===== src/sccr_pkg.sv =====
// shared constants and types for the system clock control register bank
`default_nettype none
package sccr_pkg;

   // i/o word addresses of the bank
   localparam logic [15:0] ADDR_OSC_CPU_CLK   = 16'hff00;
   localparam logic [15:0] ADDR_WATCHDOG      = 16'hff01;
   localparam logic [15:0] ADDR_REG_BOOSTER   = 16'hff02;
   localparam logic [15:0] ADDR_REG_LOAD      = 16'hff03;
   localparam logic [15:0] ADDR_DETECT_LEVEL  = 16'hff04;
   localparam logic [15:0] ADDR_DETECT_CTRL   = 16'hff05;
   localparam logic [15:0] ADDR_CLK_OUT_SEL   = 16'hff10;
   localparam logic [15:0] ADDR_NOISE_REJECT  = 16'hff11;
   localparam logic [15:0] ADDR_LCD_CLK_SEL   = 16'hff12;
   localparam logic [15:0] ADDR_SERIAL_CLK    = 16'hff14;
   localparam logic [15:0] ADDR_CONV_CLK      = 16'hff15;
   localparam logic [15:0] ADDR_CLK_GATES     = 16'hff16;
   localparam logic [15:0] ADDR_TIMER_CLK0    = 16'hff18;

   // number of programmable timer count-clock selects
   localparam int          TIMER_CHANNELS     = 2;

   // bit positions inside the 4-bit words
   localparam int          BIT_CPU_CLK_SRC    = 3;
   localparam int          BIT_FAST_OSC_EN    = 2;
   localparam int          BIT_WD_ENABLE      = 1;
   localparam int          BIT_WD_RESTART     = 0;
   localparam int          BIT_DETECT_RESULT  = 1;
   localparam int          BIT_DETECT_ENABLE  = 0;

   // value read from unused bits and unmapped words
   localparam logic [3:0]  READ_ZERO          = 4'h0;

   // synchroniser depth for the comparator level
   localparam int          SYNC_STAGES        = 2;

   // control fields held by the bank
   typedef struct packed {
      logic                   cpu_clock_source_sel;
      logic                   fast_osc_enable;
      logic                   watchdog_enable_bit;
      logic                   spare_bit_a;
      logic                   regulator_source_sel;
      logic                   halver_mode_on;
      logic                   booster_mode_on;
      logic                   lcd_reg_heavy_load;
      logic                   core_reg_heavy_load;
      logic                   spare_bit_b;
      logic                   lcd_regulator_on;
      logic [3:0]             detect_threshold;
      logic                   detector_enable;
      logic [3:0]             clock_output_pin_sel;
      logic [1:0]             noise_reject_clock_sel_p4;
      logic [1:0]             noise_reject_clock_sel_p1;
      logic [1:0]             lcd_boost_clock_sel;
      logic [2:0]             serial_clock_sel;
      logic [2:0]             converter_clock_sel;
      logic                   multiplier_clock_gate;
      logic                   sound_clock_gate;
      logic                   stopwatch_clock_gate;
      logic                   clock_timer_gate;
      logic [TIMER_CHANNELS-1:0][3:0] timer_count_clock_sel;
   } sccr_ctrl_t;

   // values after initial reset
   localparam sccr_ctrl_t CTRL_RESET =
      '{watchdog_enable_bit: 1'h1, default: '0};
   localparam logic       DETECT_RESULT_RESET = 1'h0;

endpackage : sccr_pkg
`default_nettype wire


===== src/sccr_sync.sv =====
// two-stage level synchroniser
`default_nettype none
module sccr_sync (
   // clock and reset
   input  wire logic sys_clk,
   input  wire logic resetn,
   // level in and out
   input  wire logic async_in,
   output var  logic sync_out
);

   logic [sccr_pkg::SYNC_STAGES-1:0] stage_q;

   // first stage feeds only the second
   always_ff @(posedge sys_clk) begin
      if (!resetn) begin
         stage_q <= '0;
      end else begin
         stage_q <= {stage_q[0], async_in};
      end
   end

   assign sync_out = stage_q[sccr_pkg::SYNC_STAGES-1];

endmodule : sccr_sync
`default_nettype wire


===== src/sccr_regs.sv =====
// system clock control register bank on the cpu data-memory bus
`default_nettype none
module sccr_regs (
   // clock and reset
   input  wire logic              sys_clk,
   input  wire logic              resetn,
   // cpu data-memory access
   input  wire logic [15:0]       mem_addr,
   input  wire logic              mem_wr,
   input  wire logic              mem_rd,
   input  wire logic [3:0]        mem_wdata,
   output var  logic [3:0]        mem_rdata,
   // analog detector comparator, high while supply is low
   input  wire logic              detect_compare,
   // control fields to the clock and power logic
   output var  sccr_pkg::sccr_ctrl_t ctrl,
   output var  logic              detect_result,
   output var  logic              watchdog_restart
);

   // whole module state
   typedef struct packed {
      sccr_pkg::sccr_ctrl_t ctrl;
      logic                 detect_result;
      logic                 watchdog_restart;
      logic [3:0]           rdata;
   } sccr_state_t;

   sccr_state_t state_q;
   sccr_state_t state_d;
   logic        compare_sync;
   logic [3:0]  read_word;

   // comparator level crosses into sys_clk
   sccr_sync u_compare_sync (
      .sys_clk  (sys_clk),
      .resetn   (resetn),
      .async_in (detect_compare),
      .sync_out (compare_sync)
   );

   // read multiplexer over the word map
   always_comb begin
      read_word = sccr_pkg::READ_ZERO;
      unique case (mem_addr)
         sccr_pkg::ADDR_OSC_CPU_CLK: begin
            read_word = {state_q.ctrl.cpu_clock_source_sel,
                         state_q.ctrl.fast_osc_enable, 2'h0};
         end
         sccr_pkg::ADDR_WATCHDOG: begin
            read_word = {2'h0, state_q.ctrl.watchdog_enable_bit, 1'h0};
         end
         sccr_pkg::ADDR_REG_BOOSTER: begin
            read_word = {state_q.ctrl.spare_bit_a,
                         state_q.ctrl.regulator_source_sel,
                         state_q.ctrl.halver_mode_on,
                         state_q.ctrl.booster_mode_on};
         end
         sccr_pkg::ADDR_REG_LOAD: begin
            read_word = {state_q.ctrl.lcd_reg_heavy_load,
                         state_q.ctrl.core_reg_heavy_load,
                         state_q.ctrl.spare_bit_b,
                         state_q.ctrl.lcd_regulator_on};
         end
         sccr_pkg::ADDR_DETECT_LEVEL: begin
            read_word = state_q.ctrl.detect_threshold;
         end
         sccr_pkg::ADDR_DETECT_CTRL: begin
            read_word = {2'h0, state_q.detect_result,
                         state_q.ctrl.detector_enable};
         end
         sccr_pkg::ADDR_CLK_OUT_SEL: begin
            read_word = state_q.ctrl.clock_output_pin_sel;
         end
         sccr_pkg::ADDR_NOISE_REJECT: begin
            read_word = {state_q.ctrl.noise_reject_clock_sel_p4,
                         state_q.ctrl.noise_reject_clock_sel_p1};
         end
         sccr_pkg::ADDR_LCD_CLK_SEL: begin
            read_word = {2'h0, state_q.ctrl.lcd_boost_clock_sel};
         end
         sccr_pkg::ADDR_SERIAL_CLK: begin
            read_word = {1'h0, state_q.ctrl.serial_clock_sel};
         end
         sccr_pkg::ADDR_CONV_CLK: begin
            read_word = {1'h0, state_q.ctrl.converter_clock_sel};
         end
         sccr_pkg::ADDR_CLK_GATES: begin
            read_word = {state_q.ctrl.multiplier_clock_gate,
                         state_q.ctrl.sound_clock_gate,
                         state_q.ctrl.stopwatch_clock_gate,
                         state_q.ctrl.clock_timer_gate};
         end
         default: begin
            for (int i = 0; i < sccr_pkg::TIMER_CHANNELS; i++) begin
               if (mem_addr == sccr_pkg::ADDR_TIMER_CLK0 + 16'(i)) begin
                  read_word = state_q.ctrl.timer_count_clock_sel[i];
               end
            end
         end
      endcase
   end

   // next-state logic for writes, reads and detector
   always_comb begin
      state_d = state_q;
      state_d.watchdog_restart = 1'h0;
      if (mem_rd) begin
         state_d.rdata = read_word;
      end
      if (state_q.ctrl.detector_enable) begin
         state_d.detect_result = compare_sync;
      end
      if (mem_wr) begin
         unique case (mem_addr)
            sccr_pkg::ADDR_OSC_CPU_CLK: begin
               state_d.ctrl.cpu_clock_source_sel =
                  mem_wdata[sccr_pkg::BIT_CPU_CLK_SRC];
               state_d.ctrl.fast_osc_enable =
                  mem_wdata[sccr_pkg::BIT_FAST_OSC_EN];
            end
            sccr_pkg::ADDR_WATCHDOG: begin
               state_d.ctrl.watchdog_enable_bit =
                  mem_wdata[sccr_pkg::BIT_WD_ENABLE];
               // one-cycle restart on write of 1
               state_d.watchdog_restart =
                  mem_wdata[sccr_pkg::BIT_WD_RESTART];
            end
            sccr_pkg::ADDR_REG_BOOSTER: begin
               state_d.ctrl.spare_bit_a          = mem_wdata[3];
               state_d.ctrl.regulator_source_sel = mem_wdata[2];
               state_d.ctrl.halver_mode_on       = mem_wdata[1];
               state_d.ctrl.booster_mode_on      = mem_wdata[0];
            end
            sccr_pkg::ADDR_REG_LOAD: begin
               state_d.ctrl.lcd_reg_heavy_load  = mem_wdata[3];
               state_d.ctrl.core_reg_heavy_load = mem_wdata[2];
               state_d.ctrl.spare_bit_b         = mem_wdata[1];
               state_d.ctrl.lcd_regulator_on    = mem_wdata[0];
            end
            sccr_pkg::ADDR_DETECT_LEVEL: begin
               state_d.ctrl.detect_threshold = mem_wdata;
            end
            sccr_pkg::ADDR_DETECT_CTRL: begin
               state_d.ctrl.detector_enable =
                  mem_wdata[sccr_pkg::BIT_DETECT_ENABLE];
            end
            sccr_pkg::ADDR_CLK_OUT_SEL: begin
               state_d.ctrl.clock_output_pin_sel = mem_wdata;
            end
            sccr_pkg::ADDR_NOISE_REJECT: begin
               state_d.ctrl.noise_reject_clock_sel_p4 = mem_wdata[3:2];
               state_d.ctrl.noise_reject_clock_sel_p1 = mem_wdata[1:0];
            end
            sccr_pkg::ADDR_LCD_CLK_SEL: begin
               state_d.ctrl.lcd_boost_clock_sel = mem_wdata[1:0];
            end
            sccr_pkg::ADDR_SERIAL_CLK: begin
               state_d.ctrl.serial_clock_sel = mem_wdata[2:0];
            end
            sccr_pkg::ADDR_CONV_CLK: begin
               state_d.ctrl.converter_clock_sel = mem_wdata[2:0];
            end
            sccr_pkg::ADDR_CLK_GATES: begin
               state_d.ctrl.multiplier_clock_gate = mem_wdata[3];
               state_d.ctrl.sound_clock_gate      = mem_wdata[2];
               state_d.ctrl.stopwatch_clock_gate  = mem_wdata[1];
               state_d.ctrl.clock_timer_gate      = mem_wdata[0];
            end
            default: begin
               for (int i = 0; i < sccr_pkg::TIMER_CHANNELS; i++) begin
                  if (mem_addr == sccr_pkg::ADDR_TIMER_CLK0 + 16'(i)) begin
                     state_d.ctrl.timer_count_clock_sel[i] = mem_wdata;
                  end
               end
            end
         endcase
      end
   end

   // state register with initial reset
   always_ff @(posedge sys_clk) begin
      if (!resetn) begin
         state_q.ctrl             <= sccr_pkg::CTRL_RESET;
         state_q.detect_result    <= sccr_pkg::DETECT_RESULT_RESET;
         state_q.watchdog_restart <= 1'h0;
         state_q.rdata            <= sccr_pkg::READ_ZERO;
      end else begin
         state_q <= state_d;
      end
   end

   // outputs straight from the state register
   assign ctrl             = state_q.ctrl;
   assign detect_result    = state_q.detect_result;
   assign watchdog_restart = state_q.watchdog_restart;
   assign mem_rdata        = state_q.rdata;
endmodule : sccr_regs
`default_nettype wire


===== config.mk =====
export PLATFORM = sky130hd
export DESIGN_NAME = sccr_regs
export DESIGN_NICKNAME = d
export VERILOG_FILES = /design/src/sccr_pkg.sv /design/src/sccr_sync.sv /design/src/sccr_regs.sv
export SDC_FILE = /design/constraint.sdc
export NUM_CORES = 1
export LEC_CHECK = 0
export BUFFER_PORTS_ARGS = -buffer_cell sky130_fd_sc_hd__buf_4
export CORE_ASPECT_RATIO = 0.6
export CORE_MARGIN = 1.5
export CORE_UTILIZATION = 35
export CTS_CLUSTER_DIAMETER = 30
export DETAILED_ROUTE_END_ITERATION = 10
export PLACE_DENSITY = 0.59
export SYNTH_ARGS = -nofsm -noshare
export SYNTH_HDL_FRONTEND = slang
export SYNTH_SLANG_ARGS = --single-unit
export TNS_END_PERCENT = 1

===== constraint.sdc =====
create_clock -name sys_clk -period 4 [get_ports sys_clk]
set_clock_uncertainty 0.2 [all_clocks]
set_input_delay 0.8 -clock sys_clk [delete_from_list [all_inputs] [get_ports sys_clk]]
set_output_delay 0.8 -clock sys_clk [all_outputs]
set_load 0.01 [all_outputs]

==> results of run 1 <==
[logic make-up (layout without fill, tap and decap cells)]
kind of cell,Yosys count,count (layout),synth area share (%)
compound gates,31,31,9.15
buf+inv,22,84,3.22
mux,54,54,20.9
simple gates,121,121,27.3
flops,52,52,39.5
[per-stage QoR]
step	area (um^2)	total power, mW	cells
after global routing	3400	1.08	446
after floorplan	2640	0.576	280
after global placement	3250	0.611	439
final	3400	1.05	446
after detailed placement	3250	0.612	439
after CTS	3400	1.05	446
[worst paths after layout]
| check | start | end | slack, ns | depth (start not counted) |
|---|---|---|---|---|
| worst max-delay path | mem_addr[5] | ctrl[27]$_SDFFE_PN0P_ | 1.08 | 6 |
| worst min register to register | u_compare_sync.stage_q[0]$_SDFF_PN0_ | u_compare_sync.stage_q[1]$_SDFF_PN0_ | 0.24 | 1 |
| worst min-delay path | u_compare_sync.stage_q[0]$_SDFF_PN0_ | u_compare_sync.stage_q[1]$_SDFF_PN0_ | 0.24 | 1 |
| worst max register to register | ctrl[17]$_SDFFE_PN0P_ | mem_rdata[2]$_SDFFE_PN0P_ | 2.31 | 5 |
[synthesized netlist by cell type, types with 2 or more instances]
cell      count  area, um^2
a21boi_0      4        30.0
a22o_1        2        17.5
a22oi_1       2        15.0
a31oi_1       3        18.8
a32oi_1       3        26.3
and2_1        3        18.8
buf_2         2        10.0
clkbuf_1     16        60.1
dfxtp_1      52        1040
inv_1         3        11.3
mux2_2        7        78.8
mux2i_1      46         460
nand2_1      13        48.8
nand2b_1      2        12.5
nand3_1      15        75.1
nand3b_1      4        30.0
nand4_1      11        68.8
nor2_1        9        33.8
nor2b_1      46         288
nor3_1        2        10.0
nor3b_1       2        15.0
nor4_1        4        25.0
o21a_1        2        15.0
o21ai_0       3        15.0
o31ai_1       2        15.0
[worst reg2reg max path: cells and delay by family (launching register included)]
kind / cells / cell delay, ns
multiplexers: 1 / 0.28
AND/OR/NAND/NOR: 1 / 0.22
flip-flops: 1 / 0.34
AO/OA/AOI/OAI: 3 / 0.54
[state kept, by name, indices dropped and copies added (netlist names)]
signal	count
detect_result	1
ctrl	44
watchdog_restart	1
mem_rdata	4
u_compare_sync.stage_q	2
[cell type report]
| class | instances | area [um^2] |
|---|---|---|
| repair buffers | 74 | 556 |
| inverters | 3 | 11.3 |
| clock buffers | 7 | 153 |
| flip-flops and latches | 52 | 1040 |
| well taps | 104 | 130 |
| multi-input cells | 206 | 1510 |
| fillers | 738 | 3860 |
[power by group through the flow]
stage | sequential, mW | clock, mW | combinational [mW]
after floorplan | 0.531 | 0 | 0.0451
after global placement | 0.531 | 0 | 0.0798
after detailed placement | 0.531 | 0 | 0.0808
after CTS | 0.519 | 0.454 | 0.0808
after global routing | 0.519 | 0.476 | 0.0881
final | 0.519 | 0.446 | 0.0819
[routing by layer]
layer  vias up  global-route usage [%]  routed length [um]
met2        96                    25.3                2950
li1       1140                       -                   -
met1      1086                    32.2                4180
met5         -                       0                   0
met4         0                    3.70                  41
met3         5                    4.08                 646
[placed cells by master, fill, tap and decap left out, types with 2 or more instances in the layout]
cell type / n
a21boi_0: 4
a22o_1: 2
a22oi_1: 2
a31oi_1: 3
a32oi_1: 3
and2_1: 3
buf_4: 74
clkbuf_16: 5
clkbuf_8: 2
dfxtp_1: 52
inv_1: 3
mux2_2: 7
mux2i_1: 46
nand2_1: 13
nand2b_1: 2
nand3_1: 15
nand3b_1: 4
nand4_1: 11
nor2_1: 9
nor2b_1: 46
nor3_1: 2
nor3b_1: 2
nor4_1: 4
o21a_1: 2
o21ai_0: 3
o31ai_1: 2
==> results.yml, run 1 <==
die:
  num_io_pins: 75
  num_rows: 24
  dieArea_um2: 8090
  die_height_um: 70.3
  core_um2: 7270
  start_util_pct: 36.3
  die_width_um: 115
synthesis:
  synthFlopType: "dfxtp_1"
  avgSynthCellArea_um2: 9.42
  syn_area_um2: 2640
  yosysSeqAreaShare_pct: 39.4
  ys_ff_latch: 52
  yosysWarnings: 0
  syn_nets: 305
  synth-edff-count: 0
  ys_async_sr_fraction_pct: 0
  synthDistinctLibCells: 47
  netlist_instances: 280
clock_network:
  cts_buffers: 5
  clk_latency_ns: 0.29
  cts_sinks: 52
  cts_tree: "built"
  path_clk_slew_ns: 0.06
  cts_root_buffer: "clkbuf_16"
  h-tree-depth: 2
  hold_buffers: 0
  cts.path.max_buffers: 2
  cts_setup_buffers: 0
  ctsResizeCount: 0
pwr:
  powerDensity_nw_per_um2: 308
  combPwrFrac_pct: 7.8
  pwr-share-clk_pct: 42.6
  intPower_mw: 0.815
  switching_share_pct: 22.2
  ir_worst_vdd_uv: 167
  leakage_nw: 1.54
  p_seq_share_pct: 49.6
  switchingPower_mw: 0.232
finish:
  finish.utilization_pct: 46.8
  post_route_cells_drive_above_1_share_pct: 26.9
  fin_nets: 367
  syn_to_final_growth_pct: 29.0
  antennaDiodeCount: 0
global_route:
  grt_pass1_wl_um: 12000
  grt_pass1_vias: 2091
  overflow: 0
  grt_max_degree: 54
  grt_usage_pct: 19.5
  antenna_found_initial: 0
timing:
  timing.setup.tns_ns: 0
  period_share_pct: 73.0
  fin_ws_ns: 1.08
  hold-worst-slack_ns: 0.240
  finalSetupViolations: 0
  rsz0062_at_grt: "false"
  period_needed_ns: 2.92
  relSlewSlack_pct: 45.1
  finalHoldViolCount: 0
  slew_violations: 0
  tightest_slew_ns: 0.819
  max_freq_ghz: 0.342
drt:
  ant_nets: 0
  drtIter0Drc: 231
  vias_per_cell: 5.22
  wl_um: 7820
  num_vias: 2327
  avgRoutedWirePerCell_um: 17.5
  drtPass1Iterations: 5
  route.detailed.drc: 0
setup_path:
  path_class: "in2reg"
  end_kind: "flip-flop"
  crit_fanout: 13
  worstPathArrival_ns: 2.90
  start_kind: "input pin"
  path_delay_family: "simple AND/OR/NAND/NOR gates"
  cp_slowest_cell: "nor3_2"
  crit_buf_inv: 1
  critical_path_required_ns: 3.98
  worstPathCellList: "buf_4 > or4_4 > nor3_2 > nand3_1 > mux2i_1 > nor2b_1"
  max_stage_delay_ns: 0.64
placed_design:
  gp_congestion: 0.845
  io_buffer_count: 74
  place_ws_ns: 0.822
  place_hpwl_um: 5650
flow_run:
  max_cap_viol_count: 0
worst_hold_path:
  hold_path.class: "reg2reg"
run_status:
  status: "completed"
Power figures use the tool's default switching activity.
==> inputs of run 2 (changes only) <==
==> constraint.sdc (replaced) <==
create_clock -name sys_clk -period 2.7 [get_ports sys_clk]
set_clock_uncertainty 0.2 [all_clocks]
set_input_delay 0.54 -clock sys_clk [delete_from_list [all_inputs] [get_ports sys_clk]]
set_output_delay 0.54 -clock sys_clk [all_outputs]
set_load 0.01 [all_outputs]
==> results.yml, run 2 (synthesis gave the netlist of run 1 again) <==
global_route:
  antenna_found_initial: 0
  overflow: 0
  grt_pass1_wl_um: 12400
  grt_pass1_vias: 2166
  grt_usage_pct: 20.5
  grt_max_degree: 54
pwr:
  combPwrFrac_pct: 7.9
  leakage_nw: 1.56
  ir_worst_vdd_uv: 226
  pwr-share-clk_pct: 42.6
  powerDensity_nw_per_um2: 452
  switching_share_pct: 22.2
  switchingPower_mw: 0.345
  p_seq_share_pct: 49.6
  intPower_mw: 1.21
timing:
  hold-worst-slack_ns: 0.244
  finalSetupViolations: 0
  period_needed_ns: 2.25
  max_freq_ghz: 0.445
  relSlewSlack_pct: 59.1
  timing.setup.tns_ns: 0
  tightest_slew_ns: 0.612
  slew_violations: 0
  finalHoldViolCount: 0
  fin_ws_ns: 0.451
  rsz0062_at_grt: "false"
  period_share_pct: 83.3
drt:
  wl_um: 8090
  vias_per_cell: 5.20
  num_vias: 2339
  drtPass1Iterations: 4
  ant_nets: 0
  drtIter0Drc: 144
  route.detailed.drc: 0
  avgRoutedWirePerCell_um: 18.0
placed_design:
  place_ws_ns: 0.176
  place_inst: 443
  place_hpwl_um: 5870
  io_buffer_count: 74
  gp_congestion: 0.847
setup_path:
  critical_path_required_ns: 2.68
  ff2ff_setup_slack_ns: 1.03
  reg2reg_to: "mem_rdata[2]$_SDFFE_PN0P_"
  crit_buf_inv: 2
  worstPathCellList: "buf_4 > or4_4 > nor3_2 > buf_4 > nand4_1 > mux2i_1 > nor2b_1"
  max_stage_delay_ns: 0.57
  path_class: "in2reg"
  start_kind: "input pin"
  cp_slowest_cell: "or4_4"
  ff2ff_path_depth: 5
  crit_fanout: 13
  worstPathArrival_ns: 2.23
  end_kind: "flip-flop"
  cp_common_cell: "buf_4"
  path_delay_family: "simple AND/OR/NAND/NOR gates"
  r2r_start: "ctrl[31]$_SDFFE_PN0P_"
finish:
  post_route_cells_drive_above_1_share_pct: 27.7
  final_cell_mix: "78 x buf_4, 52 x dfxtp_1, 46 x mux2i_1, 46 x nor2b_1, 15 x nand3_1"
  fin_cells: 450
  syn_to_final_growth_pct: 30.1
  fin_nets: 371
  largest_reg_flops: 44
  fill_cells: 744
  regMostFlops: "ctrl"
  antennaDiodeCount: 0
  finish.utilization_pct: 47.2
  layout_commonest_cell: "buf_4"
die:
  num_io_pins: 75
  start_util_pct: 36.3
  die_height_um: 70.3
  num_rows: 24
  dieArea_um2: 8090
  die_width_um: 115
  core_um2: 7270
worst_hold_path:
  whs_path_depth: 1
  min_to: "u_compare_sync.stage_q[1]$_SDFF_PN0_"
  hold_path.class: "reg2reg"
  min_from: "u_compare_sync.stage_q[0]$_SDFF_PN0_"
clock_network:
  cts_setup_buffers: 0
  cts_sinks: 52
  path_clk_slew_ns: 0.06
  cts_root_buffer: "clkbuf_16"
  cts.path.max_buffers: 2
  cts_buffers: 5
  hold_buffers: 0
  ctsResizeCount: 0
  clk_latency_ns: 0.29
  cts_tree: "built"
  h-tree-depth: 2
run_status:
  status: "completed"
flow_run:
  max_cap_viol_count: 0
run 2: power by group through the flow:
stage | Sequential [mW] | Clock, mW | Combinational, mW
finish | 0.769 | 0.661 | 0.122
global route | 0.769 | 0.701 | 0.133
CTS | 0.769 | 0.676 | 0.122
detailed placement | 0.787 | 0 | 0.121
global placement | 0.787 | 0 | 0.122
floorplan | 0.787 | 0 | 0.0668
run 2: stage by stage:
stage	total power [mW]	cell area, um^2
2_1_floorplan	0.854	2640
3_3_place_gp	0.909	3280
3_5_place_dp	0.908	3280
4_1_cts	1.57	3430
5_1_grt	1.60	3430
6_report	1.55	3430
run 2: cell type report:
cell class                      instances  area [um^2]  share of cell area (%)
Inverter                                3         11.3                   0.328
Tap cell                              104          130                    3.79
Clock buffer                            7          153                    4.45
Timing Repair Buffer                   78          586                    17.1
Sequential cell                        52         1040                    30.3
Multi-Input combinational cell        206         1510                    44.1
run 2: layer usage:
| metal | vias to the layer above | wire length (um) | track usage, % |
|---|---|---|---|
| li1 | 1144 | - | - |
| met1 | 1109 | 4310 | 33.0 |
| met2 | 81 | 3140 | 26.5 |
| met3 | 5 | 579 | 5.03 |
| met4 | 0 | 49 | 4.66 |
| met5 | - | 0 | 0 |
run 2: how the worst max path moves through the flow:
stage | end | slack, ns | depth (start not counted) | start
detailed placement | mem_rdata[3]$_SDFFE_PN0P_ | 0.18 | 6 | mem_addr[5]
CTS | ctrl[38]$_SDFFE_PN0P_ | 0.47 | 7 | mem_addr[5]
global placement | mem_rdata[1]$_SDFFE_PN0P_ | 0.21 | 6 | mem_addr[5]
floorplan | mem_rdata[3]$_SDFFE_PN0P_ | 0.34 | 6 | mem_addr[4]
finish | ctrl[38]$_SDFFE_PN0P_ | 0.45 | 7 | mem_addr[5]
global route | ctrl[37]$_SDFFE_PN0P_ | 0.36 | 7 | mem_addr[5]
